$ cat src/i2chs_pkg.sv
// package of constants and carrier types for the i2c hardware slave
package i2chs_pkg;

	// ******************************************************************
	// widths and reset values
	// ******************************************************************
	localparam int         DATA_W          = 8;
	localparam int         ADDR_W          = 7;
	localparam int         FIFO_DEPTH      = 16;
	localparam int         BIT_CNT_W       = 4;
	localparam logic [3:0] BIT_LAST        = 4'h8;
	localparam logic [6:0] OWN_ADDR_RST    = 7'h00;
	localparam logic [7:0] DATA_RST        = 8'h00;
	localparam logic       MASTER_SEL_RST  = 1'b0;
	localparam logic [15:0] IRQ_VECTOR     = 16'h003b;
	localparam int         SEC_IE_SERIAL_BIT = 0;
	localparam logic [7:0] SEC_IE_RST      = 8'ha0;

	// ******************************************************************
	// controller states, one-hot
	// ******************************************************************
	typedef enum logic [6:0] {
		ST_IDLE   = 7'b0000001,
		ST_ADDR   = 7'b0000010,
		ST_AACK   = 7'b0000100,
		ST_HOLD   = 7'b0001000,
		ST_RX     = 7'b0010000,
		ST_TX     = 7'b0100000,
		ST_HALT   = 7'b1000000
	} i2chs_state_e;

	// software-side control bits
	typedef struct packed {
		logic       master_select_bit;
		logic       interface_reset_bit;
		logic       serial_irq_enable;
		logic       global_irq_enable;
		logic [6:0] own_address_reg;
	} i2chs_ctrl_s;

	// software-side status bits
	typedef struct packed {
		logic byte_done_flag;
		logic transfer_direction_bit;
		logic halted;
		logic busy;
	} i2chs_stat_s;

endpackage

$ cat src/i2chs_fifo.sv
// small synchronous fifo with valid and ready on both sides
`timescale 1ns/1ps
`default_nettype none

module i2chs_fifo #(
	parameter int WIDTH = 8,
	parameter int DEPTH = 16
) (
	input  wire logic             clock_i,
	input  wire logic             rst_n_i,
	input  wire logic             flush_i,
	input  wire logic [WIDTH-1:0] in_data_i,
	input  wire logic             in_valid_i,
	output logic                  in_ready_o,
	output logic      [WIDTH-1:0] out_data_o,
	output logic                  out_valid_o,
	input  wire logic             out_ready_i
);

	localparam int AW = $clog2(DEPTH);

	// ******************************************************************
	// checks
	// ******************************************************************
	initial begin
		if (DEPTH < 2 || (1 << AW) != DEPTH || WIDTH < 1)
			$error("fifo depth must be a power of two, width positive");
	end

	logic [WIDTH-1:0] mem [DEPTH];
	logic [AW:0]      wr_ptr;
	logic [AW:0]      rd_ptr;
	wire              full  = (wr_ptr[AW] != rd_ptr[AW]) &&
	                          (wr_ptr[AW-1:0] == rd_ptr[AW-1:0]);
	wire              empty = (wr_ptr == rd_ptr);
	wire              push  = in_valid_i && !full;
	wire              pop   = out_valid_o && out_ready_i;

	assign in_ready_o  = !full;
	assign out_valid_o = !empty;

	// storage write, no reset needed on the array
	always_ff @(posedge clock_i) begin
		if (push)
			mem[wr_ptr[AW-1:0]] <= in_data_i;
	end

	wire [AW:0] next_rd = pop ? rd_ptr + 1'b1 : rd_ptr;
	// a push into the slot that becomes the head bypasses the array,
	// otherwise the registered head would show a stale word
	wire        bypass  = push && (wr_ptr == next_rd);

	// read data registered from the head so it is stable while shown
	always_ff @(posedge clock_i or negedge rst_n_i) begin
		if (!rst_n_i)
			out_data_o <= '0;
		else if (bypass)
			out_data_o <= in_data_i;
		else
			out_data_o <= mem[next_rd[AW-1:0]];
	end

	// pointers; flush drops everything queued
	always_ff @(posedge clock_i or negedge rst_n_i) begin
		if (!rst_n_i) begin
			wr_ptr <= '0;
			rd_ptr <= '0;
		end else if (flush_i) begin
			wr_ptr <= '0;
			rd_ptr <= '0;
		end else begin
			if (push)
				wr_ptr <= wr_ptr + 1'b1;
			rd_ptr <= next_rd;
		end
	end

endmodule

`default_nettype wire

$ cat src/i2chs_slave.sv
// i2c hardware slave controller with clock stretching and byte flag
//
// Overview of operation
// slave mode after reset when master-select clear
// own address comes from own_address_reg
// rx and tx bytes share serial_data_reg
// wait start, match address, set flag
// irq needs flag, serial and global enables
// data register access clears byte_done_flag
// second access per flag halts controller
// interrupt vector 003bh per complete byte
// first byte shows address and r/w
// direction bit holds master's r/w bit
// hold scl low until flag cleared
// master waits while clock held low
// flag only for acked bytes, not nack
// flag every byte until stop or reset
// stop returns controller to idle unless halted
// nack at end returns to idle
// interface reset forces idle, even halted
// serial irq enable is bit 0
// ack only own address, ignore others
// standard i2c timing, msb first
`timescale 1ns/1ps
`default_nettype none

module i2chs_slave #(
	parameter int TX_DEPTH = i2chs_pkg::FIFO_DEPTH
) (
	input  wire logic                  clock_i,
	input  wire logic                  rst_n_i,
	input  wire i2chs_pkg::i2chs_ctrl_s ctrl_i,
	input  wire logic [7:0]            secondary_irq_enable_reg_i,
	input  wire logic                  data_rd_i,
	input  wire logic                  data_wr_i,
	input  wire logic [7:0]            data_wdata_i,
	output logic                       tx_ready_o,
	output logic [7:0]                 serial_data_reg_o,
	output i2chs_pkg::i2chs_stat_s     status_o,
	output logic                       irq_o,
	output logic [15:0]                irq_vector_o,
	input  wire logic                  serial_clock_pin_i,
	output logic                       serial_clock_pin_o,
	output logic                       serial_clock_pin_oe_o,
	input  wire logic                  sda_i,
	output logic                       sda_o,
	output logic                       sda_oe_o
);

	// ******************************************************************
	// checks
	// ******************************************************************
	initial begin
		if (TX_DEPTH < 2)
			$error("tx depth too small");
	end

	// ******************************************************************
	// pin synchronisers and edge detection
	// ******************************************************************
	logic [1:0] scl_sync;
	logic [1:0] sda_sync;
	logic       scl_q;
	logic       sda_q;

	// two flops per pin, then one more stage for edges
	always_ff @(posedge clock_i or negedge rst_n_i) begin
		if (!rst_n_i) begin
			scl_sync <= 2'h3;
			sda_sync <= 2'h3;
			scl_q    <= 1'b1;
			sda_q    <= 1'b1;
		end else begin
			scl_sync <= {scl_sync[0], serial_clock_pin_i};
			sda_sync <= {sda_sync[0], sda_i};
			scl_q    <= scl_sync[1];
			sda_q    <= sda_sync[1];
		end
	end

	wire scl      = scl_sync[1];
	wire sda      = sda_sync[1];
	wire scl_rise = scl && !scl_q;
	wire scl_fall = !scl && scl_q;
	wire start_c  = scl && scl_q && sda_q && !sda;
	wire stop_c   = scl && scl_q && !sda_q && sda;

	// ******************************************************************
	// state and datapath registers
	// ******************************************************************
	i2chs_pkg::i2chs_state_e state;
	i2chs_pkg::i2chs_state_e next_state;
	logic [7:0]  shift;
	logic [3:0]  bit_cnt;
	logic        dir;
	logic        flag;
	logic        accessed;
	logic        ack_phase;
	logic        drive_sda;
	logic [7:0]  data_reg;

	wire slave_en   = !ctrl_i.master_select_bit;
	wire sw_access  = data_rd_i || data_wr_i;
	wire double_acc = sw_access && accessed;
	wire soft_rst   = ctrl_i.interface_reset_bit;
	wire addr_hit   = shift[7:1] == ctrl_i.own_address_reg;
	// received bytes end on the fall after the eighth rise; sent bytes
	// wait one clock more so the master's ack is in hand first
	wire rx_end     = scl_fall && bit_cnt == i2chs_pkg::BIT_LAST;
	wire tx_end     = scl_fall && bit_cnt == i2chs_pkg::BIT_LAST + 4'h1;

	// ******************************************************************
	// transmit queue; software writes land here
	// ******************************************************************
	logic [7:0] tx_head;
	logic       tx_valid;
	logic       tx_pop;

	// the fifo decouples software writes from the bit timing
	i2chs_fifo #(
		.WIDTH (i2chs_pkg::DATA_W),
		.DEPTH (TX_DEPTH)
	) u_tx_fifo (
		.clock_i     (clock_i),
		.rst_n_i     (rst_n_i),
		.flush_i     (soft_rst || state == i2chs_pkg::ST_IDLE),
		.in_data_i   (data_wdata_i),
		.in_valid_i  (data_wr_i && dir && !double_acc),
		.in_ready_o  (tx_ready_o),
		.out_data_o  (tx_head),
		.out_valid_o (tx_valid),
		.out_ready_i (tx_pop)
	);

	// a transmit byte is loaded in the last held cycle, as the stretch is released
	assign tx_pop = state == i2chs_pkg::ST_HOLD && !flag && dir && tx_valid;

	// ******************************************************************
	// next state
	// ******************************************************************
	always_comb begin
		next_state = state;
		case (state)
			i2chs_pkg::ST_IDLE: begin
				if (start_c && slave_en)
					next_state = i2chs_pkg::ST_ADDR;
			end
			i2chs_pkg::ST_ADDR: begin
				if (rx_end)
					next_state = addr_hit ? i2chs_pkg::ST_AACK
					                      : i2chs_pkg::ST_IDLE;
			end
			i2chs_pkg::ST_AACK: begin
				if (scl_fall && ack_phase)
					next_state = i2chs_pkg::ST_HOLD;
			end
			i2chs_pkg::ST_HOLD: begin
				if (!flag && (!dir || tx_valid))
					next_state = dir ? i2chs_pkg::ST_TX
					                 : i2chs_pkg::ST_RX;
			end
			i2chs_pkg::ST_RX: begin
				if (rx_end)
					next_state = i2chs_pkg::ST_AACK;
			end
			i2chs_pkg::ST_TX: begin
				if (tx_end)
					next_state = shift[0] ? i2chs_pkg::ST_IDLE
					                 : i2chs_pkg::ST_HOLD;
			end
			i2chs_pkg::ST_HALT: next_state = i2chs_pkg::ST_HALT;
			default: next_state = i2chs_pkg::ST_IDLE;
		endcase
		if (double_acc)
			next_state = i2chs_pkg::ST_HALT;
		if (start_c && slave_en && state != i2chs_pkg::ST_HALT)
			next_state = i2chs_pkg::ST_ADDR;
		if (stop_c && state != i2chs_pkg::ST_HALT)
			next_state = i2chs_pkg::ST_IDLE;
		if (soft_rst || (!slave_en && state != i2chs_pkg::ST_HALT))
			next_state = i2chs_pkg::ST_IDLE;
	end

	// state register
	always_ff @(posedge clock_i or negedge rst_n_i) begin
		if (!rst_n_i)
			state <= i2chs_pkg::ST_IDLE;
		else
			state <= next_state;
	end

	// ******************************************************************
	// bit counter and shift register, msb first
	// ******************************************************************
	wire shifting = state == i2chs_pkg::ST_ADDR || state == i2chs_pkg::ST_RX ||
	                state == i2chs_pkg::ST_TX;

	always_ff @(posedge clock_i or negedge rst_n_i) begin
		if (!rst_n_i) begin
			bit_cnt <= 4'h0;
			shift   <= i2chs_pkg::DATA_RST;
		end else if (next_state == i2chs_pkg::ST_ADDR &&
		             state != i2chs_pkg::ST_ADDR) begin
			bit_cnt <= 4'h0;
		end else if (tx_pop) begin
			shift   <= tx_head;
			bit_cnt <= 4'h0;
		end else if (state == i2chs_pkg::ST_HOLD) begin
			bit_cnt <= 4'h0;
		end else if (shifting && scl_rise) begin
			shift   <= {shift[6:0], sda};
			bit_cnt <= bit_cnt + 4'h1;
		end
	end

	// ******************************************************************
	// ack phase, flag, direction and data register
	// ******************************************************************
	wire ack_ok = state == i2chs_pkg::ST_AACK && scl_fall && ack_phase;
	// the master's ack bit sits in shift[0] after the ninth rise
	wire tx_ack = state == i2chs_pkg::ST_TX && tx_end && !shift[0];

	// flag set wins over the auto-clear of the same cycle
	always_ff @(posedge clock_i or negedge rst_n_i) begin
		if (!rst_n_i) begin
			flag     <= 1'b0;
			accessed <= 1'b0;
		end else if (soft_rst || next_state == i2chs_pkg::ST_IDLE) begin
			flag     <= 1'b0;
			accessed <= 1'b0;
		end else if (ack_ok || tx_ack) begin
			flag     <= 1'b1;
			accessed <= 1'b0;
		end else if (sw_access) begin
			flag     <= 1'b0;
			accessed <= 1'b1;
		end
	end

	// ack phase marks the ninth clock: set on the first rise after the eighth
	always_ff @(posedge clock_i or negedge rst_n_i) begin
		if (!rst_n_i)
			ack_phase <= 1'b0;
		else if (state != i2chs_pkg::ST_AACK)
			ack_phase <= 1'b0;
		else if (scl_rise)
			ack_phase <= 1'b1;
	end

	// direction latched from the address byte; data shown to software
	always_ff @(posedge clock_i or negedge rst_n_i) begin
		if (!rst_n_i) begin
			dir      <= 1'b0;
			data_reg <= i2chs_pkg::DATA_RST;
		end else if (state == i2chs_pkg::ST_ADDR && rx_end && addr_hit) begin
			dir      <= shift[0];
			data_reg <= shift;
		end else if (state == i2chs_pkg::ST_RX && rx_end) begin
			data_reg <= shift;
		end else if (data_wr_i && !double_acc) begin
			data_reg <= data_wdata_i;
		end
	end

	// ******************************************************************
	// pin drive: open drain, enable means pull low
	// ******************************************************************
	// ack for every address match and every received byte; sent bytes
	// take their ack from the master instead
	wire ack_drive = state == i2chs_pkg::ST_AACK;
	// the first bit is set up while scl is still stretched, so sda never
	// moves after the release lets scl rise
	wire tx_drive  = (state == i2chs_pkg::ST_TX &&
	                  bit_cnt < i2chs_pkg::BIT_LAST && !shift[7]) ||
	                 (tx_pop && !tx_head[7]);

	// sda changes only while scl is low or in idle; registered to avoid glitches
	always_ff @(posedge clock_i or negedge rst_n_i) begin
		if (!rst_n_i)
			drive_sda <= 1'b0;
		else if (!scl || state == i2chs_pkg::ST_IDLE)
			drive_sda <= ack_drive || tx_drive;
	end

	assign sda_o                 = 1'b0;
	assign sda_oe_o              = drive_sda;
	assign serial_clock_pin_o    = 1'b0;
	assign serial_clock_pin_oe_o = state == i2chs_pkg::ST_HOLD ||
	                               state == i2chs_pkg::ST_HALT;

	// ******************************************************************
	// software view
	// ******************************************************************
	wire sec_ie = secondary_irq_enable_reg_i[i2chs_pkg::SEC_IE_SERIAL_BIT];

	assign serial_data_reg_o = data_reg;
	assign status_o.byte_done_flag         = flag;
	assign status_o.transfer_direction_bit = dir;
	assign status_o.halted  = state == i2chs_pkg::ST_HALT;
	assign status_o.busy    = state != i2chs_pkg::ST_IDLE;
	// polling stays possible with either enable clear
	assign irq_o        = flag && sec_ie && ctrl_i.serial_irq_enable &&
	                      ctrl_i.global_irq_enable;
	assign irq_vector_o = i2chs_pkg::IRQ_VECTOR;

endmodule

`default_nettype wire

$ cat config.mk
export PLATFORM = sky130hd
export DESIGN_NAME = i2chs_slave
export DESIGN_NICKNAME = d
export VERILOG_FILES = /design/src/i2chs_pkg.sv /design/src/i2chs_fifo.sv /design/src/i2chs_slave.sv
export SDC_FILE = /design/constraint.sdc
export NUM_CORES = 1
export LEC_CHECK = 0
export BUFFER_PORTS_ARGS = -buffer_cell sky130_fd_sc_hd__buf_2
export CAP_MARGIN = 20
export CORE_MARGIN = 8
export CORE_UTILIZATION = 55
export CTS_CLUSTER_DIAMETER = 100
export CTS_CLUSTER_SIZE = 24
export DETAILED_ROUTE_END_ITERATION = 12
export GPL_TIMING_DRIVEN = 0
export PLACE_DENSITY = 0.74
export SYNTH_ARGS = -nofsm -noshare
export SYNTH_HDL_FRONTEND = slang
export SYNTH_SLANG_ARGS = --single-unit
export TNS_END_PERCENT = 100
$ cat constraint.sdc
create_clock -name clock_i -period 7.6 [get_ports clock_i]
set_input_delay 0.38 -clock clock_i [delete_from_list [all_inputs] [get_ports clock_i]]
set_output_delay 0.38 -clock clock_i [all_outputs]
set_load 0.05 [all_outputs]
Yosys cells after proc, flatten, opt, wreduce, memory -nomap -nowiden
Memory sizes are Yosys's and may differ from the RTL's. Index checks and enable logic that the tools add are counted.

Bits in read-only memories: 0. Logic and storage cells: 155. RAM bits: 128. Memories kept: 1. Bits in registers: 56. Latch bits: 0. Output and inout port bits: 34. Input port bits: 33.

Memory list: u_tx_fifo.mem (words 16, width 8, read ports 1, clocked after memory_dff 0, wr ports 1, line i2chs_fifo.sv:30) `logic [WIDTH-1:0] mem [DEPTH];`.

Equal/unequal tests: 21. Divide/modulo/power cells: 0. Shift operators: 0. Add/sub/neg operators: 3. Magnitude comparators: 1. Mux-type cells: 39. Bitwise logic cells: 1. Reductions and logical operators: 73. Multiply operators: 0.

Operators with widths (number): 2-to-1 mux 7 bit (10); 2-to-1 mux 8 bit (7); case mux 7 bit (7 select lines) (1); logical AND 1 bit (41); 2-to-1 mux 4 bit (5); 2-to-1 mux 5 bit (4); == test 7 x 1 -> 1 bit (second input constant) (2); == test 7 x 2 -> 1 bit (second input constant) (2); zero test 1 bit (13); logical OR 1 bit (12); adder 5 x 1 -> 5 bit (second input constant) (2); == test 5 bit (2); 2-to-1 mux 1 bit (10); == test 4 bit (second input constant) (2); == test 7 x 3 -> 1 bit (second input constant) (1); == test 7 x 4 -> 1 bit (second input constant) (1); == test 7 x 5 -> 1 bit (second input constant) (1); == test 7 x 6 -> 1 bit (second input constant) (1); == test 7 bit (1); == test 7 bit (second input constant) (1); != test 7 x 1 -> 1 bit (second input constant) (1); != test 7 x 2 -> 1 bit (second input constant) (1); != test 7 x 3 -> 1 bit (second input constant) (1); != test 7 bit (second input constant) (1); other kinds (12) (15).

Depth between registers and ports, before layout
Word-level depth: 14. Depth in mapped cells: 12. Gate-level depth less buffers: 9.

By module
Synthesis repeated with hierarchy kept, for this count alone.

Cells, all modules: 854. Area total of the unflattened synthesis: 10289.9 µm².

By module, submodules not included: i2chs_fifo (seq. area each 4294.1 µm², cells each 606, times used 1, area each 7875.1 µm²); i2chs_slave (seq. area each 959.7 µm², cells each 248, times used 1, area each 2414.8 µm²).

Worst setup path after synthesis
No wires, ideal clock.

Kind: register -> register. Start: reg u_tx_fifo.rd_ptr[0]. End: mem u_tx_fifo.mem[3][0], enable pin. Path buffers: 3. Slack: 4.705 ns. Setup time: 0.383 ns. Period minus slack after synthesis: 2.895 ns. Required time: 7.217 ns. Cell stages (with the launch flop): 10. Arrival: 2.512 ns. Path through: dfrtp_1 -> buf_4 -> xnor2_1 -> and4_1 -> buf_6 -> nand2_1 -> and4b_1 -> buf_6 -> nand2_1 -> nor3_1.

Longest elaborated chain between the ends: 6.

Ends and longest elaborated chain: start, declared (line i2chs_fifo.sv:32) `logic [AW:0] rd_ptr;`; start signal, assigned (line i2chs_fifo.sv:74) `rd_ptr <= next_rd;`; == test 4 bit (line i2chs_fifo.sv:34) `(wr_ptr[AW-1:0] == rd_ptr[AW-1:0]);`; logical AND 1 bit (line i2chs_fifo.sv:33) `wire full = (wr_ptr[AW] != rd_ptr[AW]) &&`; zero test 1 bit; named net tx_ready_o (line i2chs_slave.sv:37) `output logic tx_ready_o,`; logical AND 1 bit (line i2chs_fifo.sv:36) `wire push = in_valid_i && !full;`; 2-to-1 mux 1 bit (line i2chs_fifo.sv:44) `if (push)`; 2-to-1 mux 1 bit (implied by the code) (line i2chs_fifo.sv:45) `mem[wr_ptr[AW-1:0]] <= in_data_i;`; end, declared (line i2chs_fifo.sv:30).

The timed path passes the listed nets, and every way through them passes these cells.

Final worst setup path
Start: reg u_tx_fifo.rd_ptr[0]. End: reg u_tx_fifo.out_data_o[0].

Longest elaborated chain between the ends: 8. Elaborated cells between the ends (all ways): 14. Those cells by class: add/sub (1); eq/ne (3); mux (2); reduce/logical (7); memory (1).

Ends and longest elaborated chain: parallel branches: the longest is 7 deep, another holds memory read (16 x 8 bit); 2-to-1 mux 8 bit (*) (line i2chs_fifo.sv:57) `else if (bypass)`; end signal, assigned (line i2chs_fifo.sv:58) `out_data_o <= in_data_i;`; end signal, assigned (line i2chs_fifo.sv:60) `out_data_o <= mem[next_rd[AW-1:0]];`; end, declared (line i2chs_fifo.sv:15) `output logic [WIDTH-1:0] out_data_o,`.

Mark *: on every way between the ends. A chain may end at the register's enable or synchronous reset.

==> impl_metrics.yaml <==
timing:
  fin_hold_ws_ns: 0.0487
  worst_pin_slew_ns: 0.946
  skew_ns: 0.0114
  period_share_pct: 46.6
  setup_tns_ns: 0
  final_hold_viol_count: 0
  fmax_ghz: 0.282
  period_needed_ns: 3.54
  worst_slew_margin_rel_pct: 36.3
  setup_viol: 0
  final_max_slew_viol_count: 0
  rsz0062_at_grt: "no"
cts:
  cts-resized-gates: 0
  clk-insertion-delay-late_ns: 0.44
  cts_tree: "yes"
  clock_tree.htree_level_count: 4
  num_clock_sinks: 184
  clock_slew_at_reported_path_ffs_ns: 0.07
  max-clock-path-buffers: 2
  cts.root.buffer_cell: "sky130_fd_sc_hd__clkbuf_16"
  clock_buffers_created_by_tritoncts: 17
placed_design:
  port-buffer-count: 41
  place.detailed.hpwl_um: 16000
  gp_congestion: 0.898
  place_inst: 986
synth:
  synth.top_cells.by_area: "sky130_fd_sc_hd__edfxtp_1 (44%), sky130_fd_sc_hd__dfrtp_1 (14%), sky130_fd_sc_hd__mux2i_1 (4.1%), sky130_fd_sc_hd__o221ai_1 (3.3%), sky130_fd_sc_hd__nand2_1 (2.8%)"
  postSynth.topFlopCell: "sky130_fd_sc_hd__edfxtp_1"
  synth_edf_count: 128
  synth_top_area_share_pct: 44.2
  ys_warn_count: 0
  yosys.area.top_type: "sky130_fd_sc_hd__edfxtp_1"
  syn-cell-area_mm2: 0.00871
  synth_seq_area_share_pct: 60.3
  synth.lib_cells_used.distinct: 67
  netlist_instances: 707
  yosys_register_bits: 184
  synth_area_per_cell_um2: 12.3
  postSynth.asyncResetShare_pct: 30.4
detailed_routing:
  vias_per_cell: 6.14
  routed-via-count: 6260
  wirelength_um: 22600
  drt_iter0_drc: 700
  route.detailed.wl_per_inst_um: 22.2
  ant_nets: 0
  drcViolationCount: 0
  number_of_optimization_iterations_in_the_first_detailed_route_pass: 5
hold_path:
  worstHoldPathCells: 1
  min-delay-path-class: "input pin to flip-flop"
  hold_path_endpoint: "sda_sync[0]"
  hp-start: "sda_i"
layout:
  finish.utilization_pct: 63.3
  post_layout_nonfiller_instances: 1019
  layout-area-overhead-vs-synth_pct: 13.8
  layout.nets: 831
  multi_input_comb_area_mm2: 0.00311
  post_route_cells_drive_above_1_share_pct: 18.3
  fillCellCount: 1217
  seq_area_mm2: 0.00525
  diodes: 0
floorplan:
  dieArea_mm2: 0.0201
  core.rowCount: 46
  dieWidth_um: 142
  initial_utilization_pct: 55.6
  chipHeight_um: 142
  boundaryPins: 67
  placeableCoreArea_mm2: 0.0157
power_and_ir_drop:
  p_total_mw: 2.12
  power.density_cell_area_mw_per_mm2: 214
  power.ir.vdd_worst_mv: 0.202
  p_leak_nw: 3.58
grt:
  vias_in_the_first_global_route: 6196
  grt_pass1_wl_um: 35000
  grt_overflow: 0
  maximum_number_of_pins_on_one_net_before_global_route_repair: 36
  grt_antenna_before_repair: 0
  grt_use_total_pct: 23.1
critical_path:
  crit_fanout: 10
  timing.critical_path.to_type: "flip-flop"
  rr_startpoint: "u_tx_fifo.rd_ptr[0]"
  timing.critical_path.required_ns: 7.95
  critical_path.startpoint_type: "flip-flop"
  worstRegToRegCells: 9
  critPathTopFamily: "buffers and inverters"
  path_buf_inv: 4
  worst-r2r-setup-slack_ns: 4.06
  critical_path_cell_count: 9
  critical_path.max_stage_delay_ns: 0.60
  cell_by_cell_trace_of_the_critical_path: "buf_4 -> buf_1 -> clkbuf_1 -> clkbuf_1 -> o221ai_1 -> a21oi_1 -> a21boi_0 -> o21ai_0 -> a31oi_1"
  critical_path_arrival_ns: 3.89
  reg2reg_to: "u_tx_fifo.out_data_o[0]"
  timing.critical_path.slowest_stage_cell: "sky130_fd_sc_hd__clkbuf_1"
  critical_path.most_common_cell: "sky130_fd_sc_hd__clkbuf_1"
  criticalPathCategory: "flip-flop to flip-flop"
run_status:
  outcome: "finished, final reports clean"
job:
  timing.max_cap.violations: 0
==> placed cells by master (no fill, tap or decap), drive strengths merged, types with 7 or more instances in the layout <==
master / count
a21oi: 39
a31oi: 16
buf: 83
clkbuf: 35
conb: 18
dfrtp: 49
dfstp: 7
edfxtp: 128
ha: 8
inv: 14
mux2: 13
mux2i: 36
nand2: 66
nand3: 19
nand4: 9
nor2: 61
nor3: 17
o21ai: 34
o221ai: 33
o22ai: 13
xnor2: 15
xor2: 15
==> cells in the mapped netlist, types with 3 or more instances <==
cell	n
sky130_fd_sc_hd__a211oi_1	3
sky130_fd_sc_hd__a21boi_0	3
sky130_fd_sc_hd__a21boi_1	3
sky130_fd_sc_hd__a21oi_1	38
sky130_fd_sc_hd__a221oi_1	3
sky130_fd_sc_hd__a31oi_1	16
sky130_fd_sc_hd__and3_1	4
sky130_fd_sc_hd__and4_1	3
sky130_fd_sc_hd__buf_2	8
sky130_fd_sc_hd__buf_4	21
sky130_fd_sc_hd__buf_6	4
sky130_fd_sc_hd__clkbuf_1	14
sky130_fd_sc_hd__clkbuf_8	3
sky130_fd_sc_hd__dfrtp_1	49
sky130_fd_sc_hd__dfstp_2	7
sky130_fd_sc_hd__edfxtp_1	128
sky130_fd_sc_hd__ha_1	8
sky130_fd_sc_hd__inv_1	10
sky130_fd_sc_hd__mux2_2	13
sky130_fd_sc_hd__mux2i_1	36
sky130_fd_sc_hd__mux4_2	4
sky130_fd_sc_hd__nand2_1	66
sky130_fd_sc_hd__nand2b_1	6
sky130_fd_sc_hd__nand3_1	18
sky130_fd_sc_hd__nand4_1	8
sky130_fd_sc_hd__nor2_1	61
sky130_fd_sc_hd__nor3_1	17
sky130_fd_sc_hd__o211ai_1	3
sky130_fd_sc_hd__o21ai_0	32
sky130_fd_sc_hd__o221ai_1	33
sky130_fd_sc_hd__o22ai_1	13
sky130_fd_sc_hd__xnor2_1	14
sky130_fd_sc_hd__xor2_1	14
==> worst reg2reg max path, cell delays in order (launching register included) <==
cell                       delay (ns)
sky130_fd_sc_hd__dfrtp_1         0.36
sky130_fd_sc_hd__buf_4           0.18
sky130_fd_sc_hd__buf_1           0.50
sky130_fd_sc_hd__clkbuf_1        0.60
sky130_fd_sc_hd__clkbuf_1        0.52
sky130_fd_sc_hd__o221ai_1        0.25
sky130_fd_sc_hd__a21oi_1         0.21
sky130_fd_sc_hd__a21boi_0        0.39
sky130_fd_sc_hd__o21ai_0         0.19
sky130_fd_sc_hd__a31oi_1         0.25
==> area by class of cell <==
type                       instances  share of cell area, %
sequential                       184                   53.0
multi-input combinational        475                   31.4
clock buffer                      18                   4.33
buffer                            53                   3.68
timing repair buffer              48                   2.74
tap                              216                   2.73
clock inverter                    14                   1.72
inverter                          11                  0.417
==> power by group <==
| part | total, mW | leakage (nW) | internal, mW | switching [mW] |
|---|---|---|---|---|
| logic | 0.111 | 1.43 | 0.0292 | 0.0822 |
| clock network | 0.909 | 0.287 | 0.520 | 0.389 |
| registers | 1.10 | 1.86 | 1.09 | 0.00956 |
==> routing by layer <==
metal,global-route usage (%),vias to the layer above,wire [µm]
li1,-,2805,-
met2,38.6,262,11200
met4,8.48,0,575
met1,28.9,3150,9210
met3,4.91,43,1650
met5,0,-,0
==> cells by family after synthesis <==
| family | synth area share [%] |
|---|---|
| AND/OR/NAND/NOR | 10.6 |
| flip-flops | 60.3 |
| AO/OA/AOI/OAI | 12.9 |
| buffers and inverters | 4.66 |
| multiplexers | 6.86 |
| XOR/XNOR | 3.32 |
| adder cells (fa/ha/maj) | 1.15 |
| other | 0.0863 |
==> repair_timing <==
item | 4_1_cts | 5_1_grt
hold buffers | 1 | 0
hold endpoints to repair | 17 | 0
setup buffers | 0 | 0
==> registers in the layout, indices dropped and copies added, names as in the netlist <==
register              flops
sda_sync                  2
scl_sync                  2
scl_q                     1
ack_phase                 1
u_tx_fifo.wr_ptr          5
serial_data_reg_o         8
u_tx_fifo.out_data_o      8
state                     7
dir                       1
sda_oe_o                  1
u_tx_fifo.mem           128
bit_cnt                   4
accessed                  1
flag                      1
u_tx_fifo.rd_ptr          5
sda_q                     1
shift                     8
==> stage by stage <==
| step | setup slack (ns) | cell area, µm² |
|---|---|---|
| after global routing | 3.92 | 9910 |
| after CTS | 4.17 | 9910 |
| after global placement | 4.27 | 9240 |
| final | 4.06 | 9910 |
| after detailed placement | 4.23 | 9300 |
| after floorplan | 4.70 | 8770 |
==> worst max path at each step <==
stage                              from                 endpoint
floorplan           u_tx_fifo.rd_ptr[0]      u_tx_fifo.mem[3][0]
global placement               state[5]  u_tx_fifo.out_data_o[0]
detailed placement             state[4]  u_tx_fifo.out_data_o[2]
CTS                 u_tx_fifo.rd_ptr[0]  u_tx_fifo.out_data_o[0]
global route                   state[4]  u_tx_fifo.out_data_o[1]
finish              u_tx_fifo.rd_ptr[0]  u_tx_fifo.out_data_o[0]
Note: power is estimated with default switching activity, not from simulation.
